$ cat src/core/jam_sync_params.svh
`ifndef JAM_SYNC_PARAMS_SVH
`define JAM_SYNC_PARAMS_SVH

// Register offsets (word index on the plain register port)
`define JAM_REG_MODE      4'h0
`define JAM_REG_CONTENT   4'h1
`define JAM_REG_WHEEL     4'h2
`define JAM_REG_STATUS    4'h3
`define JAM_REG_GEN_TIME  4'h4
`define JAM_REG_GEN_USER  4'h5

// Reset values
`define JAM_MODE_RST      4'h0
`define JAM_CONTENT_RST   3'h0
`define JAM_WHEEL_RST     5'h04

// Threshold limits in frames
`define JAM_THR_MIN       5'h02
`define JAM_THR_MAX       5'h14
`define JAM_THR_DEFAULT   5'h04

// Capture window after a large difference
`define JAM_CAPTURE_SECONDS 2

// Field layout of a BCD time word {hh,mm,ss,ff}
`define JAM_FRAME_MSB     7
`define JAM_FRAME_LSB     0

`endif

$ cat src/core/jam_sync_pkg.sv
package jam_sync_pkg;

    typedef enum logic [3:0] {
        MODE_OFF        = 4'b0000,
        MODE_SINGLE     = 4'b0001,
        MODE_CONTINUOUS = 4'b0010,
        MODE_ONE_FRAME  = 4'b0011,
        MODE_PROGRAMMED = 4'b0100,
        MODE_STARTUP    = 4'b0101,
        MODE_CONVERT    = 4'b0110,
        MODE_DIFF_CONT  = 4'b0111,
        MODE_DIFF_STOP  = 4'b1000,
        MODE_ZERO_FRAME = 4'b1001
    } jam_mode_type;

    typedef enum logic [2:0] {
        CONTENT_TIME      = 3'b000,
        CONTENT_USER      = 3'b001,
        CONTENT_BOTH      = 3'b010,
        CONTENT_TIME2USER = 3'b011,
        CONTENT_USER2TIME = 3'b100
    } jam_content_type;

endpackage

$ cat src/core/frame_diff_calc.sv
`timescale 1ns/1ps
`default_nettype none
`include "jam_sync_params.svh"

module frame_diff_calc #(
    parameter int FPS = 25
) (
    input wire logic i_sys_clk,
    input wire logic i_ce,
    input wire logic [31:0] i_rd_time,
    input wire logic [31:0] i_gen_time,
    output logic [23:0] o_rd_frames_q,
    output logic [23:0] o_gen_frames_q
);

    // ----------------------------------------
    // BCD time to linear frame count
    // ----------------------------------------
    function automatic logic [23:0] to_frames(input logic [31:0] t);
        logic [23:0] h;
        logic [23:0] m;
        logic [23:0] s;
        logic [23:0] f;
        h = 24'(t[31:28]) * 24'd10 + 24'(t[27:24]);
        m = 24'(t[23:20]) * 24'd10 + 24'(t[19:16]);
        s = 24'(t[15:12]) * 24'd10 + 24'(t[11:8]);
        f = 24'(t[7:4]) * 24'd10 + 24'(t[3:0]);
        to_frames = ((h * 24'd60 + m) * 24'd60 + s) * 24'(FPS) + f;
    endfunction

    // Registered so the wide multiply stays off the decision path
    always_ff @(posedge i_sys_clk) begin
        if (i_ce) begin
            o_rd_frames_q <= to_frames(i_rd_time);
            o_gen_frames_q <= to_frames(i_gen_time);
        end
    end

endmodule

`default_nettype wire

$ cat src/core/timecode_jam_sync_control.sv
// Implementation choices: strobed register access and the placing of the registers.
`timescale 1ns/1ps
`default_nettype none
`include "jam_sync_params.svh"

module timecode_jam_sync_control
    import jam_sync_pkg::*;
#(
    parameter int FPS = 25,
    parameter int DROP_CNT_W = 8
) (
    input wire logic i_sys_clk,
    input wire logic i_rst,
    input wire logic i_ce,
    input wire logic [3:0] i_addr,
    input wire logic [31:0] i_wdata,
    input wire logic i_wr,
    input wire logic i_rd,
    output logic [31:0] o_rdata_q,
    input wire logic i_frame_tick,
    input wire logic i_rd_valid,
    input wire logic [31:0] i_rd_time,
    input wire logic [31:0] i_rd_user,
    input wire logic i_gen_locked,
    input wire logic [31:0] i_gen_time,
    input wire logic [31:0] i_gen_user,
    output logic o_load_time_q,
    output logic [31:0] o_load_time_val_q,
    output logic o_load_user_q,
    output logic [31:0] o_load_user_val_q,
    output logic o_gen_stop_q,
    output logic o_jam_active_q
);

    // ----------------------------------------
    // Derived constants
    // ----------------------------------------
    localparam logic [15:0] CAPTURE_FRAMES = 16'(`JAM_CAPTURE_SECONDS * FPS);

    // ----------------------------------------
    // Registers
    // ----------------------------------------
    jam_mode_type mode_q;
    jam_content_type content_q;
    logic [4:0] wheel_q;
    logic startup_done_q;
    logic [DROP_CNT_W-1:0] miss_q;
    logic seen_word_q;
    logic [15:0] capture_q;
    logic have_last_q;
    logic pend_q;
    logic [31:0] pend_time_q;
    logic [31:0] pend_user_q;
    logic [23:0] rd_frames;
    logic [23:0] gen_frames;
    logic [23:0] last_frames_q;

    frame_diff_calc #(
        .FPS(FPS)
    ) u_frames (
        .i_sys_clk(i_sys_clk),
        .i_ce(i_ce),
        .i_rd_time(pend_time_q),
        .i_gen_time(i_gen_time),
        .o_rd_frames_q(rd_frames),
        .o_gen_frames_q(gen_frames)
    );

    // ----------------------------------------
    // Helper functions
    // ----------------------------------------
    function automatic logic bcd_ok(input logic [31:0] t);
        logic ok;
        ok = (t[31:28] <= 4'h2) && (t[27:24] <= 4'h9) && (t[23:20] <= 4'h5) && (t[19:16] <= 4'h9);
        ok = ok && (t[15:12] <= 4'h5) && (t[11:8] <= 4'h9) && (t[7:4] <= 4'h9) && (t[3:0] <= 4'h9);
        bcd_ok = ok;
    endfunction

    function automatic logic [23:0] abs_diff(input logic [23:0] a, input logic [23:0] b);
        abs_diff = (a > b) ? a - b : b - a;
    endfunction

    function automatic logic [4:0] thr_of(input logic [4:0] w);
        thr_of = (w < `JAM_THR_MIN || w > `JAM_THR_MAX) ? `JAM_THR_DEFAULT : w;
    endfunction

    // ----------------------------------------
    // Decision logic
    // ----------------------------------------
    logic is_diff;
    logic ascending;
    logic plausible;
    logic diff_big;
    logic accept;
    logic stop_now;
    logic [23:0] diff;

    always_comb begin
        is_diff = (mode_q == MODE_DIFF_CONT) || (mode_q == MODE_DIFF_STOP);
        diff = abs_diff(rd_frames, gen_frames);
        ascending = !have_last_q || (rd_frames == last_frames_q + 24'h00_0001);
        if (is_diff) begin
            ascending = !have_last_q || (rd_frames > last_frames_q);
        end
        plausible = bcd_ok(pend_time_q) && ascending;
        diff_big = diff >= 24'(thr_of(wheel_q));
        accept = 1'b0;
        unique case (mode_q)
            MODE_OFF: accept = 1'b0;
            MODE_SINGLE: accept = plausible;
            MODE_CONTINUOUS: accept = plausible;
            MODE_ONE_FRAME: accept = plausible;
            MODE_PROGRAMMED: accept = plausible;
            MODE_STARTUP: accept = plausible && i_gen_locked && !startup_done_q;
            MODE_CONVERT: accept = 1'b1;
            MODE_DIFF_CONT,
            MODE_DIFF_STOP: accept = plausible && (diff_big || capture_q != 16'h0000);
            MODE_ZERO_FRAME: accept = plausible && (pend_time_q[`JAM_FRAME_MSB:`JAM_FRAME_LSB] == 8'h00);
            default: accept = 1'b0;
        endcase
        stop_now = 1'b0;
        unique case (mode_q)
            MODE_ONE_FRAME: stop_now = (miss_q > DROP_CNT_W'(1));
            MODE_PROGRAMMED: stop_now = (miss_q > DROP_CNT_W'(wheel_q));
            MODE_DIFF_STOP: stop_now = (miss_q > DROP_CNT_W'(wheel_q));
            MODE_CONVERT: stop_now = (miss_q != '0);
            default: stop_now = 1'b0;
        endcase
        // Dropout stop is held off for user-bits-only content, except in convert mode
        if (mode_q != MODE_CONVERT && content_q == CONTENT_USER) begin
            stop_now = 1'b0;
        end
    end

    // ----------------------------------------
    // Reader word pipeline (one stage to match the frame converter)
    // ----------------------------------------
    always_ff @(posedge i_sys_clk) begin
        if (i_rst) begin
            pend_q <= 1'b0;
            pend_time_q <= 32'h0000_0000;
            pend_user_q <= 32'h0000_0000;
        end else if (i_ce) begin
            pend_q <= i_rd_valid;
            if (i_rd_valid) begin
                pend_time_q <= i_rd_time;
                pend_user_q <= i_rd_user;
            end
        end
    end

    // Converter output lags pend by one cycle; act on the lagged strobe
    logic act_q;
    always_ff @(posedge i_sys_clk) begin
        if (i_rst) begin
            act_q <= 1'b0;
        end else if (i_ce) begin
            act_q <= pend_q;
        end
    end

    // ----------------------------------------
    // Continuity history
    // ----------------------------------------
    always_ff @(posedge i_sys_clk) begin
        if (i_rst) begin
            have_last_q <= 1'b0;
            last_frames_q <= 24'h00_0000;
        end else if (i_ce && act_q) begin
            have_last_q <= 1'b1;
            last_frames_q <= rd_frames;
        end
    end

    // ----------------------------------------
    // Dropout counter
    // ----------------------------------------
    always_ff @(posedge i_sys_clk) begin
        if (i_rst) begin
            miss_q <= '0;
            seen_word_q <= 1'b0;
        end else if (i_ce) begin
            if (i_rd_valid) begin
                seen_word_q <= 1'b1;
                miss_q <= '0;
            end else if (i_frame_tick) begin
                seen_word_q <= 1'b0;
                // Saturate so a long silence never wraps back to running
                if (!seen_word_q && miss_q != '1) begin
                    miss_q <= miss_q + DROP_CNT_W'(1);
                end
            end
        end
    end

    // ----------------------------------------
    // Capture window
    // ----------------------------------------
    always_ff @(posedge i_sys_clk) begin
        if (i_rst) begin
            capture_q <= 16'h0000;
        end else if (i_ce) begin
            if (act_q && is_diff && plausible && diff_big) begin
                capture_q <= CAPTURE_FRAMES;
            end else if (i_frame_tick && capture_q != 16'h0000) begin
                capture_q <= capture_q - 16'h0001;
            end
        end
    end

    // ----------------------------------------
    // Register port
    // ----------------------------------------
    always_ff @(posedge i_sys_clk) begin
        if (i_rst) begin
            // Start-up mode outlives a restart so its single transfer repeats
            if (mode_q == MODE_STARTUP) begin
                mode_q <= MODE_STARTUP;
            end else begin
                mode_q <= MODE_OFF;
            end
            content_q <= jam_content_type'(`JAM_CONTENT_RST);
            wheel_q <= `JAM_WHEEL_RST;
        end else if (i_ce) begin
            if (i_wr && i_addr == `JAM_REG_MODE) begin
                mode_q <= jam_mode_type'(i_wdata[3:0]);
            end else if (act_q && accept && mode_q == MODE_SINGLE) begin
                mode_q <= MODE_OFF;
            end
            if (i_wr && i_addr == `JAM_REG_CONTENT) begin
                content_q <= jam_content_type'(i_wdata[2:0]);
            end
            if (i_wr && i_addr == `JAM_REG_WHEEL) begin
                wheel_q <= i_wdata[4:0];
            end
        end
    end

    // Start-up transfer flag: cleared at every start-up, mode itself kept
    always_ff @(posedge i_sys_clk) begin
        if (i_rst) begin
            startup_done_q <= 1'b0;
        end else if (i_ce && act_q && accept && mode_q == MODE_STARTUP) begin
            startup_done_q <= 1'b1;
        end
    end

    always_ff @(posedge i_sys_clk) begin
        if (i_rst) begin
            o_rdata_q <= 32'h0000_0000;
        end else if (i_ce) begin
            o_rdata_q <= 32'h0000_0000;
            if (i_rd) begin
                unique case (i_addr)
                    `JAM_REG_MODE: o_rdata_q <= {28'h000_0000, mode_q};
                    `JAM_REG_CONTENT: o_rdata_q <= {29'h000_0000, content_q};
                    `JAM_REG_WHEEL: o_rdata_q <= {27'h000_0000, wheel_q};
                    `JAM_REG_STATUS: o_rdata_q <= {16'h0000, capture_q[7:0], 3'h0, o_gen_stop_q,
                                                    startup_done_q, o_jam_active_q, i_gen_locked,
                                                    (miss_q != '0)};
                    `JAM_REG_GEN_TIME: o_rdata_q <= i_gen_time;
                    `JAM_REG_GEN_USER: o_rdata_q <= i_gen_user;
                    default: o_rdata_q <= 32'h0000_0000;
                endcase
            end
        end
    end

    // ----------------------------------------
    // Generator load and stop
    // ----------------------------------------
    always_ff @(posedge i_sys_clk) begin
        if (i_rst) begin
            o_load_time_q <= 1'b0;
            o_load_user_q <= 1'b0;
            o_load_time_val_q <= 32'h0000_0000;
            o_load_user_val_q <= 32'h0000_0000;
        end else if (i_ce) begin
            o_load_time_q <= 1'b0;
            o_load_user_q <= 1'b0;
            if (act_q && accept) begin
                unique case (content_q)
                    CONTENT_TIME: begin
                        o_load_time_q <= 1'b1;
                        o_load_time_val_q <= pend_time_q;
                    end
                    CONTENT_USER: begin
                        o_load_user_q <= 1'b1;
                        o_load_user_val_q <= pend_user_q;
                    end
                    CONTENT_BOTH: begin
                        o_load_time_q <= 1'b1;
                        o_load_time_val_q <= pend_time_q;
                        o_load_user_q <= 1'b1;
                        o_load_user_val_q <= pend_user_q;
                    end
                    CONTENT_TIME2USER: begin
                        o_load_user_q <= 1'b1;
                        o_load_user_val_q <= pend_time_q;
                    end
                    CONTENT_USER2TIME: begin
                        o_load_time_q <= 1'b1;
                        o_load_time_val_q <= pend_user_q;
                    end
                    default: begin
                        o_load_time_q <= 1'b0;
                    end
                endcase
            end
        end
    end

    always_ff @(posedge i_sys_clk) begin
        if (i_rst) begin
            o_gen_stop_q <= 1'b0;
            o_jam_active_q <= 1'b0;
        end else if (i_ce) begin
            o_gen_stop_q <= stop_now;
            o_jam_active_q <= (mode_q != MODE_OFF);
        end
    end

endmodule

`default_nettype wire

$ cat config.mk
export PLATFORM = sky130hd
export DESIGN_NAME = timecode_jam_sync_control
export DESIGN_NICKNAME = d
export VERILOG_FILES = /design/src/core/jam_sync_pkg.sv /design/src/core/frame_diff_calc.sv /design/src/core/timecode_jam_sync_control.sv
export VERILOG_INCLUDE_DIRS = /design/src /design/src/core
export SDC_FILE = /design/constraint.sdc
export NUM_CORES = 1
export LEC_CHECK = 0
export ABC_AREA = 1
export BUFFER_PORTS_ARGS = -buffer_cell sky130_fd_sc_hd__buf_2
export CAP_MARGIN = 20
export CORE_ASPECT_RATIO = 0.5
export CORE_UTILIZATION = 56
export DETAILED_ROUTE_END_ITERATION = 10
export HOLD_SLACK_MARGIN = 0.12
export PLACE_DENSITY = 0.79
export SETUP_SLACK_MARGIN = 0.5
export SYNTH_ARGS = -nofsm -noshare
export SYNTH_HDL_FRONTEND = slang
export SYNTH_SLANG_ARGS = --single-unit
export TNS_END_PERCENT = 10
$ cat constraint.sdc
create_clock -name i_sys_clk -period 9.5 [get_ports i_sys_clk]
set_clock_uncertainty 0.15 [all_clocks]
set_input_delay 0.475 -clock i_sys_clk [delete_from_list [all_inputs] [get_ports i_sys_clk]]
set_output_delay 0.475 -clock i_sys_clk [all_outputs]
set_load 0.1 [all_outputs]
## Word-level counts from Yosys, hierarchy flattened

Cells that the tools add are included.

- Register bits: 277
- Input bits: 172
- Output and inout port bits: 100

- $add $sub $neg: 19
- $mul: 14
- Order comparisons: 15
- Eq/ne operators: 21
- Multiplexer cells: 26
- Reduce and logical (&&, ||, !) cells: 63

Operators with widths:

| kind | number |
|---|---|
| 32-bit case mux with 6 select lines | 1 |
| 24-bit adder | 6 |
| 32-bit case mux with 2 select lines | 2 |
| 24-bit by 4-bit multiplier with 22-bit output, second input constant | 4 |
| 8-bit by 4-bit adder with 9-bit output | 8 |
| 4-bit by 3-bit multiplier with 7-bit output, second input constant | 8 |
| 24-bit > comparator | 2 |
| 24-bit by 5-bit multiplier with 24-bit output, second input constant | 2 |
| 24-bit subtractor | 2 |
| 16-bit two-way mux | 2 |
| 32-bit two-way mux | 1 |
| 1-bit logical AND | 26 |
| 24-bit by 1-bit adder with 24-bit output, second input constant | 1 |
| 24-bit equality test | 1 |
| 4-bit by 3-bit equality test with 1-bit output, second input constant | 6 |
| 24-bit by 5-bit >= comparator with 1-bit output | 1 |
| 24-bit two-way mux | 1 |
| 8-bit two-way mux | 3 |
| 4-bit <= comparator, second input constant | 5 |
| 4-bit by 2-bit equality test with 1-bit output, second input constant | 4 |
| 4-bit two-way mux | 4 |
| 16-bit nonzero test | 1 |
| 16-bit by 1-bit subtractor with 16-bit output, second input constant | 1 |
| 2-bit AND reduction | 6 |
| 32 further kinds | 60 |

## Logic depth before layout (Yosys ltp)

- Depth in word-level cells: 18
- Depth in mapped cells: 56
- Mapped depth without buffers: 56

## By module

A second synthesis with hierarchy kept.

- Cells, all modules: 4,420
- Area, all modules: 30,839.6 µm²

By module, submodules not included:

| module | instances | cells each | area an instance (µm²) |
|---|---|---|---|
| timecode_jam_sync_control | 1 | 2,501 | 15,443.6 |
| frame_diff_calc | 1 | 1,919 | 15,396.0 |

## Least setup slack after synthesis

OpenSTA, ideal clock, no wires.

- Kind: in2reg
- From: input port i_gen_time[28]
- To: register u_frames.o_gen_frames_q[23] (data pin)
- Setup time: 252 ps
- Arrival: 9,503 ps
- Required time: 9,098 ps
- Setup slack: -405 ps
- Stages: 49
- Path buffers: 0
- Cells stage by stage: ha_1 -> ha_1 -> xnor2_1 -> inv_1 -> fa_1 -> fa_1 -> inv_1 -> ha_1 -> inv_1 -> o31ai_1 -> xnor2_1 -> inv_1 -> ha_1 -> o21ai_0 -> nand2_1 -> nand2_1 -> a21oi_1 -> xor2_1 -> [13 not listed] -> nand3_1 -> nor2_1 -> xor2_1 -> ha_1 -> inv_1 -> fa_1 -> inv_1 -> ha_1 -> ha_1 -> nand2_1 -> o21ai_0 -> nand3_1 -> nand2_1 -> nand3_1 -> nand2_1 -> inv_1 -> nand2_1 -> nand2_1

- Longest elaborated chain between the ends: 8

Ends and longest elaborated chain:

| item | line | text |
|---|---|---|
| from (decl) | timecode_jam_sync_control.sv:25 | `input wire logic [31:0] i_gen_time,` |
| 4-bit by 3-bit multiplier with 7-bit output | frame_diff_calc.sv:24 | `h = 24'(t[31:28]) * 24'd10 + 24'(t[27:24]);` |
| 8-bit by 4-bit adder with 9-bit output | frame_diff_calc.sv:24 |  |
| 24-bit by 4-bit multiplier with 22-bit output | frame_diff_calc.sv:28 | `to_frames = ((h * 24'd60 + m) * 24'd60 + s) * 24'(FPS) + f;` |
| 24-bit adder | frame_diff_calc.sv:28 |  |
| 24-bit by 4-bit multiplier with 22-bit output | frame_diff_calc.sv:28 |  |
| 24-bit adder | frame_diff_calc.sv:28 |  |
| 24-bit by 5-bit multiplier with 24-bit output | frame_diff_calc.sv:28 |  |
| 24-bit adder | frame_diff_calc.sv:28 |  |
| to (signal assigned) | frame_diff_calc.sv:35 | `o_gen_frames_q <= to_frames(i_gen_time);` |
| to (decl) | frame_diff_calc.sv:13 | `output logic [23:0] o_gen_frames_q` |

No other way between the ends.
A chain may end at the register's enable or synchronous reset.

## Worst setup path in the final report

- From: register pend_time_q[29]
- To: register u_frames.o_rd_frames_q[22] (data pin)

- Longest elaborated chain between the ends: 8

Ends and longest elaborated chain:

| item | line | text |
|---|---|---|
| from (decl) | timecode_jam_sync_control.sv:52 | `logic [31:0] pend_time_q;` |
| from (signal assigned) | timecode_jam_sync_control.sv:146 | `pend_time_q <= i_rd_time;` |
| 4-bit by 3-bit multiplier with 7-bit output | frame_diff_calc.sv:24 |  |
| 8-bit by 4-bit adder with 9-bit output | frame_diff_calc.sv:24 |  |
| 24-bit by 4-bit multiplier with 22-bit output | frame_diff_calc.sv:28 |  |
| 24-bit adder | frame_diff_calc.sv:28 |  |
| 24-bit by 4-bit multiplier with 22-bit output | frame_diff_calc.sv:28 |  |
| 24-bit adder | frame_diff_calc.sv:28 |  |
| 24-bit by 5-bit multiplier with 24-bit output | frame_diff_calc.sv:28 |  |
| 24-bit adder | frame_diff_calc.sv:28 |  |
| to (signal assigned) | frame_diff_calc.sv:34 | `o_rd_frames_q <= to_frames(i_rd_time);` |
| to (decl) | frame_diff_calc.sv:12 | `output logic [23:0] o_rd_frames_q,` |

No other way between the ends.

==> results.toml <==
[status]
run_status = "finished, violations left"
violations = "setup timing"

[drt]
detail-route-antenna-nets = 0
drtIter0Drc = 2342
drt-pass1-iter-count = 6
routed_wl_mm = 86.5
routed_via_density = 5.43
route.vias.total = 29607
route.detailed.wl_per_inst_um = 15.9
drcViolationCount = 0

[clocking]
numClockSinks = 277
cts_tree = "built"
clk_transition_reported_paths_ns = 0.07
h-tree-depth = 1
clock_tree.root_cell = "sky130_fd_sc_hd__clkbuf_16"
insertion_delay_ns = 0.59
clockBufferDepth = 3
cts-buffers-inserted = 29

[timing]
hold_violations = 0
setup_repair_after_global_routing_missed_its_margin = "true"
worst_slew_slack_as_a_fraction_of_its_limit = 0.357
slew_violations = 0
max_freq_mhz = 103
setup_viol_count_final = 3
post-route-period-util = 1.03
timing.final.ws_setup_ns = -0.240
final_period_minus_worst_setup_slack_ns = 9.74
worst_slew_pin_slew_ns = 0.961

[logic_synthesis]
synth.yosys.warnings = 0
synth_area_um2 = 30000
seq_area_frac_synth = 0.202
leading_cell_types_by_total_area_after_synthesis = "sky130_fd_sc_hd__ha_1 16%, sky130_fd_sc_hd__dfxtp_1 15%, sky130_fd_sc_hd__nand2_1 12%"
postSynthRegisterBits = 277
postSynthAreaPerCell_um2 = 7.00
synth_top_area_share = 0.164
yosysUniqueCellTypes = 56
yosys.area.top_type = "sky130_fd_sc_hd__ha_1"
syn-instance-count = 4293

[critical_path]
crit_type = "reg2reg"
worst-path-max-fanout = 6
cp.buffers_inverters = 13
critical_path_required_ns = 9.68
worstPathArrival_ns = 9.92
critical_path.slowest_cell = "sky130_fd_sc_hd__fa_1"
cp_top_family = "adder cells"
timing.critical_path.from_type = "register"
cpMostUsedCell = "sky130_fd_sc_hd__inv_1"
timing.critical_path.slowest_cell_delay_ns = 0.61
end_kind = "register"

[grt]
grt_antenna_before_repair = 2
wire_length_of_the_first_global_routing_pass_mm = 136
grt_pass1_vias = 28304
groute.usage.overall = 0.301
maximum_number_of_pins_on_one_net_before_global_route_repair = 98
grt_remaining_overflow = 0

[die]
initial_utilization = 0.572
die_width_um = 330
floorplan.rows = 59
fp.coreArea_um2 = 52500
design.die.area_um2 = 54600
die_h_um = 166
io-pin-count = 272

[run]
maxCapViolCount = 0

[layout]
layout.core_utilization = 0.696
final_area_um2 = 36500
flow.area_growth_from_synthesis_pct = 21.5
final_net_count = 5439
final.fill_count = 4191
post_route_cells_drive_above_1_share = 0.165
layoutNonFillerInstCount = 5452

[placed_design]
routabilityCongestion = 0.970
hpwlAfterDp_mm = 65.5
place_inst = 5301
portBuffers = 244
placed_cell_areas_um2 = 33700

[worst_hold_path]
hold_path_class = "in2reg"
[layer usage]
metal | track usage | share of wire
met3 | 0.0392 | 0.065
met4 | 0.108 | 0.039
met2 | 0.504 | 0.48
met1 | 0.396 | 0.42
met5 | 0 | 0
[Yosys cell counts, drive strengths merged]
cell type	count
nand2	931
a311o	1
dfxtp	225
and3	3
nor3b	6
clkinv	6
inv	756
nand2b	1
and2	3
a21oi	347
a41oi	2
o31a	1
edfxtp	52
a21o	18
o21a	3
o221ai	1
nor4	12
a211oi	8
buf	30
o31ai	7
o211ai	13
o211a	1
o21ai	217
conb	2
o41ai	1
a31oi	15
xnor2	80
nor2	431
ha	393
o22ai	6
nand3	227
a21boi	6
clkbuf	66
a31o	3
or3	1
nor3	35
nand3b	5
xor2	162
and3b	1
or2	13
o21bai	14
nand4	36
o2111ai	4
fa	148
[cell usage in the layout (no fill, tap or decap), drive strengths merged, types with 35 or more instances in the layout]
| cell type | netlist | routed |
|---|---|---|
| nand2 | 931 | 931 |
| inv | 756 | 762 |
| nor2 | 431 | 431 |
| buf | 30 | 427 |
| ha | 393 | 393 |
| a21oi | 347 | 347 |
| nand3 | 227 | 227 |
| dfxtp | 225 | 225 |
| o21ai | 217 | 217 |
| xor2 | 162 | 162 |
| fa | 148 | 148 |
| xnor2 | 80 | 80 |
| dlygate4sd3 | 0 | 64 |
| edfxtp | 52 | 52 |
| clkbuf | 66 | 43 |
| nand4 | 36 | 36 |
| nor3 | 35 | 35 |
[path summary, 6_finish.rpt]
kind,start,endpoint,slack [ns],cells past startpoint
worst max-delay path,pend_time_q[29],u_frames.o_rd_frames_q[22],-0.24,46
worst min-delay path,i_gen_user[22],o_rdata_q[22],0.13,5
worst max register to register,pend_time_q[29],u_frames.o_rd_frames_q[22],-0.24,46
worst min register to register,o_rdata_q[22],o_rdata_q[22],0.31,2
[cell type report]
class	instances	area, µm²	area share
Timing Repair Buffer	491	3320	0.0908
Multi-Input combinational cell	3165	22400	0.614
Inverter	762	2870	0.0785
Sequential cell	277	6080	0.166
Clock inverter	11	101	0.00278
Antenna cell	2	5.00	0.000137
Clock buffer	43	860	0.0235
Tap cell	701	877	0.0240
[tightest hold or removal path: cells and delay by family]
kind	cells	cell delay (ns)
simple gates	3	0.18
buf+inv	1	0.10
compound gates	1	0.05
[state kept, by name, summed over array words and instances (netlist names), 3 cells and up]
signal / cells
miss_q: 8
wheel_q: 5
mode_q: 4
last_frames_q: 24
o_rdata_q: 32
u_frames.o_gen_frames_q: 24
u_frames.o_rd_frames_q: 24
capture_q: 16
pend_time_q: 32
o_load_user_val_q: 32
pend_user_q: 32
content_q: 3
o_load_time_val_q: 32
[through the flow]
step	setup slack [ns]	setup TNS [ns]	hold WS, ns
2_1_floorplan	0.495	0	0.286
6_report	-0.240	-0.532	0.133
3_3_place_gp	-0.0435	-0.0435	0.300
4_1_cts	-0.168	-0.288	0.122
5_1_grt	-0.652	-2.57	0.149
3_5_place_dp	-0.241	-0.871	0.302
[kinds of logic after synthesis]
kind of cell               after synthesis  synth area share
adders and majority gates              541             0.262
buffers and inverters                  858             0.111
other                                    2          0.000250
xor gates and xnor gates               242            0.0706
and+or+nand+nor                       1705             0.234
DFF                                    277             0.202
AOI/OAI and AO/OA                      668             0.120
[repair_timing]
action / in CTS / in global routing
setup endpoints to repair: 10 / 20
resized for setup: 15 / 179
endpoints found under the hold margin: 68 / 0
hold buffers: 64 / 0
setup buffers: 1 / 28
pin swaps: 8 / 100
Power is left out: the tool's default activity adds up to more than one toggle a clock period on the data nets, which glitch-free logic cannot reach.
